`src/design/iswr_pkg.sv`:
```
package iswr_pkg;

  // Register map of the command port, byte offsets
  localparam logic [3:0] OFS_CODE = 4'h0;
  localparam logic [3:0] OFS_ANS  = 4'h4;
  localparam logic [3:0] OFS_RDAT = 4'h8;
  localparam logic [3:0] OFS_CFG  = 4'hc;

  // Configuration register fields
  localparam int unsigned CFG_TWO_ST_BIT = 0;

  // Supported read instruction codes
  localparam logic [15:0] CODE_IN0  = 16'h0040;
  localparam logic [15:0] CODE_IN1  = 16'h0041;
  localparam logic [15:0] CODE_IN2  = 16'h0042;
  localparam logic [15:0] CODE_OUT0 = 16'h0050;
  localparam logic [15:0] CODE_OUT1 = 16'h0051;

  // Answer codes and reset values
  localparam logic [15:0] ANS_OK    = 16'h0000;
  localparam logic [15:0] ANS_ERR   = 16'h0001;
  localparam logic [15:0] RST_WORD  = 16'h0000;
  localparam logic [15:0] ZERO_WORD = 16'h0000;
  localparam logic [1:0]  RST_MC    = 2'h0;

  // Input status word 0, bit F down to bit 0
  typedef struct packed {
    logic       unused_f;
    logic [4:0] point_sel_5_1;
    logic       code_exec_request;
    logic       monitor_request;
    logic       temp_stop_restart;
    logic       auto_manual_sel;
    logic       rev_stroke_end;
    logic       fwd_stroke_end;
    logic       prox_dog;
    logic       rev_start;
    logic       fwd_start;
    logic       servo_on;
  } iswr_in0_s;

  // Input status word 1
  typedef struct packed {
    logic [3:0] unused_f_c;
    logic       incremental_sel;
    logic       clear_sel;
    logic       unused_9;
    logic       gain_switch;
    logic       proportional_ctrl;
    logic       torque_limit_sel;
    logic [2:0] point_sel_8_6;
    logic       unused_2;
    logic       spd_cmd_request;
    logic       pos_cmd_request;
  } iswr_in1_s;

  // Input status word 2
  typedef struct packed {
    logic [4:0] unused_f_b;
    logic       alarm_reset;
    logic [9:0] unused_9_0;
  } iswr_in2_s;

  // Output status word 0
  typedef struct packed {
    logic unused_f;
    logic position_range;
    logic unused_d;
    logic travel_done;
    logic battery_warning;
    logic warning_out;
    logic code_exec_done;
    logic monitoring_active;
    logic temp_stopped;
    logic brake_interlock;
    logic unused_5;
    logic torque_limiting;
    logic home_done;
    logic rough_match;
    logic in_position;
    logic ready_out;
  } iswr_out0_s;

  // Output status word 1
  typedef struct packed {
    logic [5:0] unused_f_a;
    logic [7:0] point_out_8_1;
    logic       spd_cmd_done;
    logic       pos_cmd_done;
  } iswr_out1_s;

endpackage

```
`src/design/iswr_top.sv`:
```
// Added by the designer: the register offsets and the address-and-strobe port.
`timescale 1ns/100ps
module iswr_top #(
  parameter int ADDR_W = 4
) (
  // Clock and reset
  input  wire logic                 ref_clk,
  input  wire logic                 rst_b,
  // Command port
  input  wire logic [ADDR_W-1:0]    bus_addr,
  input  wire logic [15:0]          bus_wdata,
  input  wire logic                 bus_wr,
  input  wire logic                 bus_rd,
  output logic      [15:0]          bus_rdata,
  // Signal states
  input  wire iswr_pkg::iswr_in0_s  in_w0,
  input  wire iswr_pkg::iswr_in1_s  in_w1,
  input  wire iswr_pkg::iswr_in2_s  in_w2,
  input  wire iswr_pkg::iswr_out0_s out_w0,
  input  wire iswr_pkg::iswr_out1_s out_w1,
  input  wire logic [1:0]           monitor_code,
  // Answer
  output logic      [15:0]          read_data_word,
  output logic      [15:0]          answer_code_word,
  output logic      [1:0]           monitor_code_rep
);

  ////////////////////////////////////////////////////////////////////////////
  // Parameter check

  if (ADDR_W < 4) begin : g_chk
    $error("ADDR_W must be at least 4");
  end

  ////////////////////////////////////////////////////////////////////////////
  // Declarations

  logic [15:0]         code_ff;
  logic [15:0]         rdat_ff;
  logic [15:0]         ans_ff;
  logic                two_st_ff;
  logic [1:0]          mc_ff;
  logic [15:0]         rd_ff;
  logic [15:0]         nxt_rdat;
  logic [15:0]         nxt_ans;
  logic [15:0]         nxt_rd;
  logic [1:0]          nxt_mc;
  iswr_pkg::iswr_in0_s  w_in0;
  iswr_pkg::iswr_in1_s  w_in1;
  iswr_pkg::iswr_in2_s  w_in2;
  iswr_pkg::iswr_out0_s w_out0;
  iswr_pkg::iswr_out1_s w_out1;
  wire [3:0]           a_lo   = bus_addr[3:0];
  wire                 a_hi_z = (bus_addr >> 4) == '0;
  wire                 hit_code = a_hi_z && (a_lo == iswr_pkg::OFS_CODE);
  wire                 hit_ans  = a_hi_z && (a_lo == iswr_pkg::OFS_ANS);
  wire                 hit_rdat = a_hi_z && (a_lo == iswr_pkg::OFS_RDAT);
  wire                 hit_cfg  = a_hi_z && (a_lo == iswr_pkg::OFS_CFG);
  wire                 take_code = bus_wr && hit_code;
  wire                 take_cfg  = bus_wr && hit_cfg;
  wire [15:0]          new_code  = bus_wdata;
  wire                 s_in0  = new_code == iswr_pkg::CODE_IN0;
  wire                 s_in1  = new_code == iswr_pkg::CODE_IN1;
  wire                 s_in2  = new_code == iswr_pkg::CODE_IN2;
  wire                 s_out0 = new_code == iswr_pkg::CODE_OUT0;
  wire                 s_out1 = new_code == iswr_pkg::CODE_OUT1;
  wire                 s_any  = s_in0 | s_in1 | s_in2 | s_out0 | s_out1;

  ////////////////////////////////////////////////////////////////////////////
  // Status word assembly

  always_comb begin
    w_in0 = in_w0;
    w_in0.unused_f = 1'b0;
    if (two_st_ff) begin
      w_in0.point_sel_5_1[2:0] = 3'h0;
    end
  end

  always_comb begin
    w_in1 = in_w1;
    w_in1.unused_f_c = 4'h0;
    w_in1.unused_9   = 1'b0;
    w_in1.unused_2   = 1'b0;
  end

  always_comb begin
    w_in2 = in_w2;
    w_in2.unused_f_b = 5'h00;
    w_in2.unused_9_0 = 10'h000;
  end

  always_comb begin
    w_out0 = out_w0;
    w_out0.unused_f = 1'b0;
    w_out0.unused_d = 1'b0;
    w_out0.unused_5 = 1'b0;
  end

  always_comb begin
    w_out1 = out_w1;
    w_out1.unused_f_a = 6'h00;
  end

  ////////////////////////////////////////////////////////////////////////////
  // Word selection and answer

  assign nxt_rdat = s_in0  ? 16'(w_in0)  :
                    s_in1  ? 16'(w_in1)  :
                    s_in2  ? 16'(w_in2)  :
                    s_out0 ? 16'(w_out0) :
                    s_out1 ? 16'(w_out1) :
                    iswr_pkg::ZERO_WORD;
  assign nxt_ans  = s_any ? iswr_pkg::ANS_OK : iswr_pkg::ANS_ERR;
  assign nxt_mc   = two_st_ff ? 2'h0 : monitor_code;

  assign nxt_rd = !bus_rd  ? iswr_pkg::ZERO_WORD :
                  hit_code ? code_ff :
                  hit_ans  ? ans_ff :
                  hit_rdat ? rdat_ff :
                  hit_cfg  ? {15'h0000, two_st_ff} :
                  iswr_pkg::ZERO_WORD;

  ////////////////////////////////////////////////////////////////////////////
  // Registers

  always_ff @(posedge ref_clk or negedge rst_b) begin
    if (!rst_b) begin
      code_ff <= iswr_pkg::RST_WORD;
      rdat_ff <= iswr_pkg::RST_WORD;
      ans_ff  <= iswr_pkg::ANS_OK;
    end else if (take_code) begin
      code_ff <= new_code;
      rdat_ff <= nxt_rdat;
      ans_ff  <= nxt_ans;
    end
  end

  always_ff @(posedge ref_clk or negedge rst_b) begin
    if (!rst_b) begin
      two_st_ff <= 1'b0;
    end else if (take_cfg) begin
      two_st_ff <= bus_wdata[iswr_pkg::CFG_TWO_ST_BIT];
    end
  end

  always_ff @(posedge ref_clk or negedge rst_b) begin
    if (!rst_b) begin
      rd_ff <= iswr_pkg::RST_WORD;
      mc_ff <= iswr_pkg::RST_MC;
    end else begin
      rd_ff <= nxt_rd;
      mc_ff <= nxt_mc;
    end
  end

  ////////////////////////////////////////////////////////////////////////////
  // Outputs

  assign bus_rdata        = rd_ff;
  assign read_data_word   = rdat_ff;
  assign answer_code_word = ans_ff;
  assign monitor_code_rep = mc_ff;

endmodule

```
`config.mk`:
```
export PLATFORM = sky130hd
export DESIGN_NAME = iswr_top
export DESIGN_NICKNAME = d
export VERILOG_FILES = /design/src/design/iswr_pkg.sv /design/src/design/iswr_top.sv
export SDC_FILE = /design/constraint.sdc
export NUM_CORES = 1
export LEC_CHECK = 0
export BUFFER_PORTS_ARGS = -buffer_cell sky130_fd_sc_hd__clkbuf_2
export CAP_MARGIN = 20
export CORE_MARGIN = 2
export CORE_UTILIZATION = 39
export DETAILED_ROUTE_END_ITERATION = 12
export PLACE_DENSITY = 0.82
export SLEW_MARGIN = 0
export SYNTH_ARGS = -nofsm -noshare
export SYNTH_HDL_FRONTEND = slang
export SYNTH_SLANG_ARGS = --single-unit
export TNS_END_PERCENT = 20
```
`constraint.sdc`:
```
create_clock -name ref_clk -period 1.27 [get_ports ref_clk]
set_clock_uncertainty 0.15 [all_clocks]
set_input_delay 0.1905 -clock ref_clk [delete_from_list [all_inputs] [get_ports ref_clk]]
set_output_delay 0.1905 -clock ref_clk [all_outputs]
set_load 0.05 [all_outputs]
```
**Word level (Yosys, flattened, before mapping)**

Index checks and enable logic that the tools add are counted.

- Flip-flop bits (word level): 67
- Input port bits: 106
- Word-level logic and storage cells: 34
- Output and inout bits: 50

- Equality and inequality tests: 8
- Mux-type cells: 13
- Reductions and logical operators: 3
- Bitwise logic cells: 4

Operators by type and width:

| kind | count |
|---|---|
| $eq A16 B7 Y1 const B | 5 |
| $mux W16 | 4 |
| $mux W15 | 4 |
| $mux W10 | 1 |
| $eq A4 B4 Y1 const B | 2 |
| $eq A4 B3 Y1 const B | 1 |
| $logic_not A4 Y1 | 1 |
| $or A1 B1 Y1 | 4 |
| $mux W3 | 1 |
| $logic_and A1 B1 Y1 | 2 |
| $mux W1 | 2 |
| $mux W2 | 1 |

**Logic depth before layout (Yosys ltp)**

Gate-level depths: netlist (run 1).

- Word-level depth: 6
- Mapped depth: 6
- Mapped depth without buffers: 4

**Least setup slack after synthesis (run 1)**

OpenSTA, ideal clock, no wires.

- Path type: input-to-reg
- Start: in bus_addr[3]
- End: reg rdat_ff[3] (netlist: read_data_word[3])
- Data arrival time: 1327 ps
- Setup slack: -330 ps
- Stages on the path: 5
- Buffers on the path: 1
- Library setup time: 123 ps
- Data required time: 997 ps
- Path through: buf_2 -> nor2_1 -> nand2_2 -> or4_1 -> o221a_2

- Word-level cells in the longest chain between the ends: 2

RTL lines:

| item | RTL line | source |
|---|---|---|
| from (decl) | iswr_top.sv:10 | `input wire logic [ADDR_W-1:0] bus_addr,` |
| $logic_not A4 Y1 | iswr_top.sv:55 | `wire hit_code = a_hi_z && (a_lo == iswr_pkg::OFS_CODE);` |
| $logic_and A1 B1 Y1 | iswr_top.sv:59 | `wire take_code = bus_wr && hit_code;` |
| to (signal assigned) | iswr_top.sv:130 | `rdat_ff <= iswr_pkg::RST_WORD;` |
| to (signal assigned) | iswr_top.sv:134 | `rdat_ff <= nxt_rdat;` |
| to (decl) | iswr_top.sv:39 | `logic [15:0] rdat_ff;` |

Every way passes these cells.
A chain may end at the register's enable or synchronous reset.

**Worst setup path after layout (run 1)**

- Start: in bus_wdata[12]
- End: reg rdat_ff[8] (netlist: read_data_word[8])

- Word-level cells in the longest chain between the ends: 6
- Elaborated cells on any way between the ends: 10
- Classes of those cells: eq/ne (5); mux (5)

RTL lines:

| item | RTL line | source |
|---|---|---|
| from (decl) | iswr_top.sv:11 | `input wire logic [15:0] bus_wdata,` |
| $eq A16 B7 Y1 | iswr_top.sv:66 | `wire s_out1 = new_code == iswr_pkg::CODE_OUT1;` |
| $mux W10 | iswr_top.sv:112 | `s_out1 ? 16'(w_out1) :` |
| $mux W15 | iswr_top.sv:111 | `s_out0 ? 16'(w_out0) :` |
| $mux W15 | iswr_top.sv:110 | `s_in2 ? 16'(w_in2) :` |
| $mux W15 | iswr_top.sv:109 | `s_in1 ? 16'(w_in1) :` |
| $mux W15 (*) | iswr_top.sv:108 | `assign nxt_rdat = s_in0 ? 16'(w_in0) :` |

Every way passes the cells marked *; elsewhere a longest branch is shown, timed or not.

==> results.sh, run 1 <==
export IMPL_drv_cap=0
export IMPL_worstSetupStartpointType="input port"
export IMPL_yosysUniqueCellTypes=44
export IMPL_die_area_um2=7390
export IMPL_layoutNonFillerInstCount=504
export IMPL_antenna_left=0
export IMPL_syn_inst=262
export IMPL_track_usage_pct=21.77
export IMPL_grt_pass1_vias=2595
export IMPL_antenna_found_initial=0
export IMPL_regToRegStartpoint="two_st_ff"
export IMPL_synth_compound_area_share_pct=9.838
export IMPL_yosys_area_share_simple_pct=23.02
export IMPL_rows=29
export IMPL_path_max_fanout=4
export IMPL_worstPathArrival_ns=1.62
export IMPL_grt_max_degree=52
export IMPL_cts_made_buffers=5
export IMPL_final_cell_mix="clkbuf_2, nand2_1, dfrtp_1"
export IMPL_clk_insertion_delay_late_ns=0.29
export IMPL_crit_cells=6
export IMPL_final_hold_viol_count=0
export IMPL_grt_pass1_wl_mm=12.42
export IMPL_crit_family="simple AND/OR/NAND/NOR gates"
export IMPL_netlist_area_um2=2620
export IMPL_p_per_area_nw_per_um2=989.1
export IMPL_final_common_cell="clkbuf_2"
export IMPL_crit_required_ns=1.31
export IMPL_tns_ns=-2.863
export IMPL_ir_worst_vdd_mv=0.4580
export IMPL_path_class="in -> reg"
export IMPL_power_uw=4054
export IMPL_grt_overflow=0
export IMPL_synthTopCellsByArea="dfrtp_1, mux2i_1, nand2_1, buf_4, nor2_1"
export IMPL_async_flop_share_pct=100.0
export IMPL_routed_wl_mm=7.971
export IMPL_synth_adder_area_share_pct=0
export IMPL_start_util_pct=40.79
export IMPL_dpl_worst_slack_ns=-0.5082
export IMPL_r2r_slack_ns=-0.05
export IMPL_io_buffers=108
export IMPL_ioPinCount=156
export IMPL_crit_path_end="read_data_word[8]"
export IMPL_layout_min_cycle_time_ns=1.580
export IMPL_cts_root_buf="clkbuf_8"
export IMPL_p_leak_uw=0.002130
export IMPL_r2r_end="bus_rdata[0]"
export IMPL_drc=0
export IMPL_slowest_stage="or4_4"
export IMPL_r2r_cells=2
export IMPL_cts_buffer_depth=2
export IMPL_fmax_ghz=0.6331
export IMPL_die_h_um=85.97
export IMPL_htree_levels=2
export IMPL_grt_setup_unrepaired="true"
export IMPL_die_w_um=85.97
export IMPL_yosysTopAreaCell="dfrtp_1"
export IMPL_yosys_area_top_type_share_pct=48.71
export IMPL_nets=533
export IMPL_clkSinkCount=51
export IMPL_ys_warn_count=0
export IMPL_drive_above_1_share_pct=44.96
export IMPL_hold_class="in -> reg"
export IMPL_setup_slack_ns=-0.3095
export IMPL_maxSlewViolCount=0
export IMPL_path_cells="buf_8, nor4_4, buf_4, nand4_4, or4_4, o221a_4"
export IMPL_synth_edf_count=0
export IMPL_synthFlopType="dfrtp_1"
export IMPL_drtPass1Iterations=4
export IMPL_synth_xor_area_share_pct=0
export IMPL_drt_iter0_markers=134
export IMPL_path_clk_slew_ns=0.09
export IMPL_antenna_cells=0
export IMPL_violations="setup timing"
export IMPL_crit_path_max_incr_delay_ns=0.56
export IMPL_finalSetupViolCount=20
export IMPL_setup_worst_path_start="bus_wdata[12]"
export IMPL_cts_tree="built"
export IMPL_avgSynthCellArea_um2=10.00
export IMPL_status="finished with violations"
export IMPL_worst_path_buf_inv=2
export IMPL_hpwl_mm=5.910
export IMPL_dp_cells=475
export IMPL_end_kind="flip-flop"
export IMPL_synth_top_family_by_area="simple AND/OR/NAND/NOR gates"
export IMPL_coreArea_um2=6422
export IMPL_drt_wirelength_per_cell_um=15.82
export IMPL_area_growth_pct=56.45
export IMPL_num_vias=2597
export IMPL_ys_ff_latch=51
export IMPL_synthMuxAreaShare_pct=11.22
export IMPL_finalCritPeriodShare_pct=124.4
export IMPL_place_gp_congestion=0.8602
export IMPL_via_per_inst=5.153
export IMPL_ys_seq_area_share_pct=48.71
==> registers in the layout, indices dropped and copies added, names as in the netlist <==
signal / cells
read_data_word: 15
two_st_ff: 1
answer_code_word: 1
bus_rdata: 16
monitor_code_rep: 2
code_ff: 16
==> what timing repair did <==
| action | CTS | global route |
|---|---|---|
| buffers inserted | 1 | 4 |
| cloned | 0 | 1 |
| resized for setup | 49 | 52 |
| hold buffers | 15 | 1 |
| endpoints found under the hold margin | 65 | 1 |
| endpoints found under the setup margin | 34 | 44 |
| pin swaps | 5 | 11 |
==> layout make-up <==
class	count	area, um2
clock buffers	6	82.58
clock inverters	1	5.005
fillers	498	2323
inverters	3	11.26
multi-input cells	195	1297
flip-flops and latches	51	1282
well taps	77	96.34
repair buffers	171	1324
==> how the worst min path moves through the flow <==
stage	start	endpoint	slack [ns]	depth (start not counted)
after floorplan	rst_b	answer_code_word[0]	-0.26	0
after global placement	rst_b	bus_rdata[6]	0.05	2
after detailed placement	rst_b	bus_rdata[6]	0.05	2
after CTS	bus_wdata[11]	code_ff[11]	0.004	3
after global routing	in_w0[12]	read_data_word[12]	0.005	3
final	in_w0[12]	read_data_word[12]	0.02	3
==> per-layer routing <==
| layer | share of wire (%) | track usage [%] | up-vias |
|---|---|---|---|
| met2 | 51 | 37.49 | 123 |
| met3 | 6.9 | 4.042 | 13 |
| met5 | 0 | 0 | - |
| li1 | - | - | 1217 |
| met4 | 2.1 | 7.937 | 0 |
| met1 | 40 | 27.17 | 1244 |
==> cell usage after synthesis, types with 3 or more instances <==
| cell | instances |
|---|---|
| nor2b_1 | 3 |
| inv_1 | 3 |
| buf_4 | 16 |
| nor2_1 | 28 |
| buf_2 | 7 |
| nor3b_1 | 3 |
| nand3_1 | 4 |
| nand2_1 | 52 |
| nor3_1 | 3 |
| o22a_1 | 5 |
| o21ai_0 | 14 |
| dfrtp_1 | 51 |
| mux2i_1 | 26 |
| clkbuf_1 | 5 |
==> worst reg2reg max path, cell delays in order, from the launching register on <==
cell and delay (ns):
dfrtp_1 0.41, mux4_2 0.49, and3_4 0.16
==> cells by family (layout without fill, tap and decap cells) <==
family | after synthesis | in the layout
AO/OA/AOI/OAI | 35 | 35
other | 1 | 16
flip-flops | 51 | 51
AND/OR/NAND/NOR | 116 | 116
multiplexers | 28 | 28
buffers and inverters | 31 | 181
==> through the flow <==
step | hold slack, ns | area [um2] | util [%]
global route | 0.004959 | 4099 | 63.82
detailed placement | 0.05442 | 3506 | 54.59
CTS | 0.003790 | 3960 | 61.66
floorplan | -0.2551 | 2708 | -
global placement | 0.05060 | 3506 | 54.59
finish | 0.01779 | 4099 | 63.82
==> power by group <==
part,internal (uW),switching (uW),leakage (uW)
Combinational,547,677,0.00142
Clock,428,486,0.0000470
Sequential,1790,124,0.000666
(Power assumes the default switching activity.)
==> inputs of run 2 (changes only) <==
--- a/config.mk
+++ b/config.mk
@@ -11,6 +11,7 @@
 export CORE_UTILIZATION = 39
 export DETAILED_ROUTE_END_ITERATION = 12
 export PLACE_DENSITY = 0.82
+export REMOVE_ABC_BUFFERS = 1
 export SLEW_MARGIN = 0
 export SYNTH_ARGS = -nofsm -noshare
 export SYNTH_HDL_FRONTEND = slang
==> results.sh, run 2 (same netlist as run 1, synthesis figures left out) <==
export IMPL_status="finished with violations"
export IMPL_violations="setup timing"
export IMPL_antenna_cells=0
export IMPL_hpwl_mm=6.007
export IMPL_rows=29
export IMPL_power_uw=4464
export IMPL_drv_cap=0
export IMPL_final_fill_count=494
export IMPL_p_per_area_nw_per_um2=1054
export IMPL_start_util_pct=40.79
export IMPL_nets=545
export IMPL_slowest_stage="or4_4"
export IMPL_path_cells="clkbuf_2, nor4_4, buf_4, nand4_2, or4_4, o221a_2"
export IMPL_end_kind="flip-flop"
export IMPL_layout_min_cycle_time_ns=1.474
export IMPL_setup_slack_ns=-0.2039
export IMPL_die_area_um2=7390
export IMPL_area_growth_pct=61.65
export IMPL_worstPathArrival_ns=1.52
export IMPL_finalSetupViolCount=20
export IMPL_die_h_um=85.97
export IMPL_final_hold_viol_count=0
export IMPL_dp_cells=482
export IMPL_ir_worst_vdd_mv=0.4679
export IMPL_crit_family="simple AND/OR/NAND/NOR gates"
export IMPL_clkSinkCount=51
export IMPL_via_per_inst=5.164
export IMPL_cts_tree="built"
export IMPL_holdWs_ns=0.01298
export IMPL_cts_root_buf="clkbuf_8"
export IMPL_clk_insertion_delay_late_ns=0.31
export IMPL_grt_pass1_wl_mm=13.05
export IMPL_place_gp_congestion=0.8542
export IMPL_drtPass1Iterations=4
export IMPL_drive_above_1_share_pct=44.55
export IMPL_crit_required_ns=1.32
export IMPL_track_usage_pct=22.98
export IMPL_drt_wirelength_per_cell_um=16.29
export IMPL_htree_levels=2
export IMPL_worstSetupStartpointType="input port"
export IMPL_path_class="in -> reg"
export IMPL_path_max_fanout=4
export IMPL_ioPinCount=156
export IMPL_final_common_cell="clkbuf_2"
export IMPL_antenna_found_initial=0
export IMPL_path_clk_slew_ns=0.09
export IMPL_grt_overflow=0
export IMPL_grt_pass1_vias=2675
export IMPL_hold_class="in -> reg"
export IMPL_tns_ns=-2.111
export IMPL_finalCritPeriodShare_pct=116.1
export IMPL_routed_wl_mm=8.420
export IMPL_io_buffers=108
export IMPL_antenna_left=0
export IMPL_p_leak_uw=0.002210
export IMPL_num_vias=2670
export IMPL_maxSlewViolCount=0
export IMPL_cts_made_buffers=5
export IMPL_cts_buffer_depth=2
export IMPL_grt_setup_unrepaired="true"
export IMPL_grt_max_degree=19
export IMPL_drt_iter0_markers=190
export IMPL_final_cell_mix="clkbuf_2, nand2_1, dfrtp_1"
export IMPL_worst_path_buf_inv=2
export IMPL_crit_path_max_incr_delay_ns=0.51
export IMPL_fmax_ghz=0.6785
export IMPL_layoutNonFillerInstCount=517
export IMPL_drc=0
export IMPL_die_w_um=85.97
export IMPL_coreArea_um2=6422
==> run 2: per-stage QoR <==
| stage | setup WS [ns] | utilization, % | instance area (um2) |
|---|---|---|---|
| floorplan | -0.6053 | - | 2502 |
| global placement | -0.4794 | 55.07 | 3537 |
| detailed placement | -0.5164 | 55.07 | 3537 |
| CTS | -0.1660 | 64.25 | 4126 |
| global route | -0.2217 | 65.95 | 4235 |
| finish | -0.2039 | 65.95 | 4235 |
==> run 2: power breakdown <==
group	switching, uW	internal [uW]	leakage, uW	total, uW
Sequential	114	1790	0.000672	1900
Clock	543	785	0.0000644	1330
Combinational	689	542	0.00147	1230
Total	1350	3120	0.00221	4460
==> run 2: metal layers <==
layer,vias to the layer above,track usage (%),wire (um)
li1,1238,-,-
met1,1275,28.81,3284
met2,136,38.90,4197
met3,21,5.101,701
met4,0,8.225,237
met5,-,0,0
==> run 2: cell type report <==
| type | instances | area, um2 | area share [%] |
|---|---|---|---|
| repair buffers | 183 | 1428 | 33.71 |
| multi-input cells | 195 | 1286 | 30.37 |
| flip-flops and latches | 51 | 1277 | 30.16 |
| well taps | 77 | 96.34 | 2.275 |
| clock buffers | 5 | 68.82 | 1.625 |
| clock inverters | 3 | 67.56 | 1.595 |
| inverters | 3 | 11.26 | 0.2659 |
==> run 2: final timing paths <==
check                         startpoint            endpoint  slack (ns)  cells past startpoint
max                        bus_wdata[12]   read_data_word[8]       -0.20                      6
min                        bus_wdata[10]         code_ff[10]        0.01                      4
max reg2reg                    two_st_ff  read_data_word[11]       -0.01                      5
min reg2reg                  code_ff[15]         code_ff[15]        0.33                      2
max in group asynchronous          rst_b          code_ff[5]        0.36                      3
min in group asynchronous          rst_b        bus_rdata[5]        0.18                      2
==> run 2: tightest hold or removal path: cells and delay by family <==
| family | cells | cell delay [ns] |
|---|---|---|
| buf+inv | 2 | 0.17 |
| simple gates | 2 | 0.08 |
==> run 2: repair_timing <==
| action | in CTS | in global routing |
|---|---|---|
| hold buffers | 22 | 0 |
| endpoints found under the setup margin | 37 | 56 |
| buffers inserted | 2 | 3 |
| pin swaps | 11 | 0 |
| gates resized for setup | 56 | 46 |
| hold endpoints to repair | 71 | 0 |
==> inputs of run 3 (changes only) <==
--- a/config.mk
+++ b/config.mk
@@ -7,7 +7,7 @@
 export LEC_CHECK = 0
 export BUFFER_PORTS_ARGS = -buffer_cell sky130_fd_sc_hd__clkbuf_2
 export CAP_MARGIN = 20
-export CORE_MARGIN = 2
+export CORE_MARGIN = 3
 export CORE_UTILIZATION = 39
 export DETAILED_ROUTE_END_ITERATION = 12
 export PLACE_DENSITY = 0.82
==> results.sh, run 3 (same netlist as run 1, synthesis figures left out) <==
export IMPL_grt_pass1_vias=2619
export IMPL_hold_class="in -> reg"
export IMPL_layout_min_cycle_time_ns=1.530
export IMPL_path_class="in -> reg"
export IMPL_rows=29
export IMPL_routed_wl_mm=8.181
export IMPL_drc=0
export IMPL_cts_root_buf="clkbuf_8"
export IMPL_final_common_cell="clkbuf_2"
export IMPL_finalSetupViolCount=18
export IMPL_met1_usage_pct=25.52
export IMPL_grt_max_degree=52
export IMPL_dpl_worst_slack_ns=-0.5258
export IMPL_die_w_um=87.97
export IMPL_holdWs_ns=0.01542
export IMPL_cts_buffer_depth=2
export IMPL_cts_made_buffers=5
export IMPL_drt_iter0_markers=97
export IMPL_finalCritPeriodShare_pct=120.5
export IMPL_end_kind="flip-flop"
export IMPL_path_max_fanout=3
export IMPL_cts_tree="built"
export IMPL_crit_required_ns=1.34
export IMPL_drt_wirelength_per_cell_um=16.07
export IMPL_start_util_pct=40.79
export IMPL_worstSetupStartpointType="input port"
export IMPL_utilization_pct=63.43
export IMPL_drv_cap=0
export IMPL_final_hold_viol_count=0
export IMPL_clk_insertion_delay_late_ns=0.31
export IMPL_ioPinCount=156
export IMPL_slew_limit_headroom_pct=63.61
export IMPL_ir_worst_vdd_mv=0.4200
export IMPL_antenna_found_initial=0
export IMPL_grt_setup_unrepaired="true"
export IMPL_maxSlewViolCount=0
export IMPL_grt_pass1_wl_mm=12.49
export IMPL_grt_overflow=0
export IMPL_worstPathArrival_ns=1.60
export IMPL_track_usage_pct=21.30
export IMPL_place_gp_congestion=0.8224
export IMPL_fmax_ghz=0.6534
export IMPL_violations="setup timing"
export IMPL_via_per_inst=5.167
export IMPL_worst_slew_pin_slew_ns=0.5383
export IMPL_die_area_um2=7738
export IMPL_busiest_layer="met2"
export IMPL_num_vias=2630
export IMPL_drive_above_1_share_pct=42.59
export IMPL_final_cell_mix="clkbuf_2, nand2_1, dfrtp_1"
export IMPL_setup_slack_ns=-0.2605
export IMPL_htree_levels=2
export IMPL_die_h_um=87.97
export IMPL_clkSinkCount=51
export IMPL_nets=537
export IMPL_io_buffers=108
export IMPL_grtUsageMet3_pct=4.233
export IMPL_p_leak_uw=0.002134
export IMPL_coreArea_um2=6422
export IMPL_status="finished with violations"
export IMPL_antenna_left=0
export IMPL_grt_util_met2_pct=37.67
export IMPL_antenna_cells=0
export IMPL_drtPass1Iterations=4
export IMPL_dp_cells=479
export IMPL_p_per_area_nw_per_um2=988.6
export IMPL_layoutNonFillerInstCount=509
export IMPL_hpwl_mm=6.065
export IMPL_area_growth_pct=55.49
export IMPL_path_clk_slew_ns=0.09
## run 3: power breakdown
group | switching, uW | total (uW) | internal (uW)
sequential | 110 | 1900 | 1790
combinational | 680 | 1210 | 534
clock | 525 | 913 | 388
## run 3: worst paths after layout
path                                         from            endpoint  slack, ns  depth (start not counted)
worst max-delay path                 bus_wdata[9]   read_data_word[0]      -0.26                          7
worst min-delay path                   out_w0[12]  read_data_word[12]       0.02                          3
worst max register to register  read_data_word[0]        bus_rdata[0]      -0.02                          2
worst min register to register        code_ff[11]         code_ff[11]       0.33                          2
max in group asynchronous                   rst_b   read_data_word[8]       0.48                          3
min in group asynchronous                   rst_b       bus_rdata[14]       0.25                          3
## run 3: metrics by stage
step / power (uW) / instance area (um2) / TNS (ns)
final: 4027 / 4074 / -2.582
after global routing: 4209 / 4074 / -3.385
after CTS: 4003 / 3976 / -1.820
after detailed placement: 2941 / 3490 / -11.48
after global placement: 2907 / 3490 / -10.17
after floorplan: 2487 / 2502 / -9.854
## run 3: what timing repair did
item,4_1_cts,5_1_grt
endpoints found under the hold margin,70,0
hold buffers,20,0
gates resized for setup,50,47
buffers inserted,1,1
pin swaps,7,11
endpoints found under the setup margin,36,42
## run 3: cell type report
class                   instances  area (um2)
clock inverters                 1       5.005
flip-flops and latches         51        1277
clock buffers                   7       76.32
well taps                      77       96.34
inverters                       3       11.26
multi-input cells             195        1269
repair buffers                175        1339
fillers                       521        2349
## run 3: layer usage
metal	part of all wire, %	up-vias
met2	52	113
met5	0	-
met1	39	1280
li1	-	1221
met4	1.9	0
met3	7.2	16
## run 3: critical path, cell delays in order
cell      delay, ns
buf_8          0.10
nor4_4         0.42
buf_4          0.19
nand4_1        0.12
buf_4          0.18
o21a_1         0.19
a221oi_2       0.22
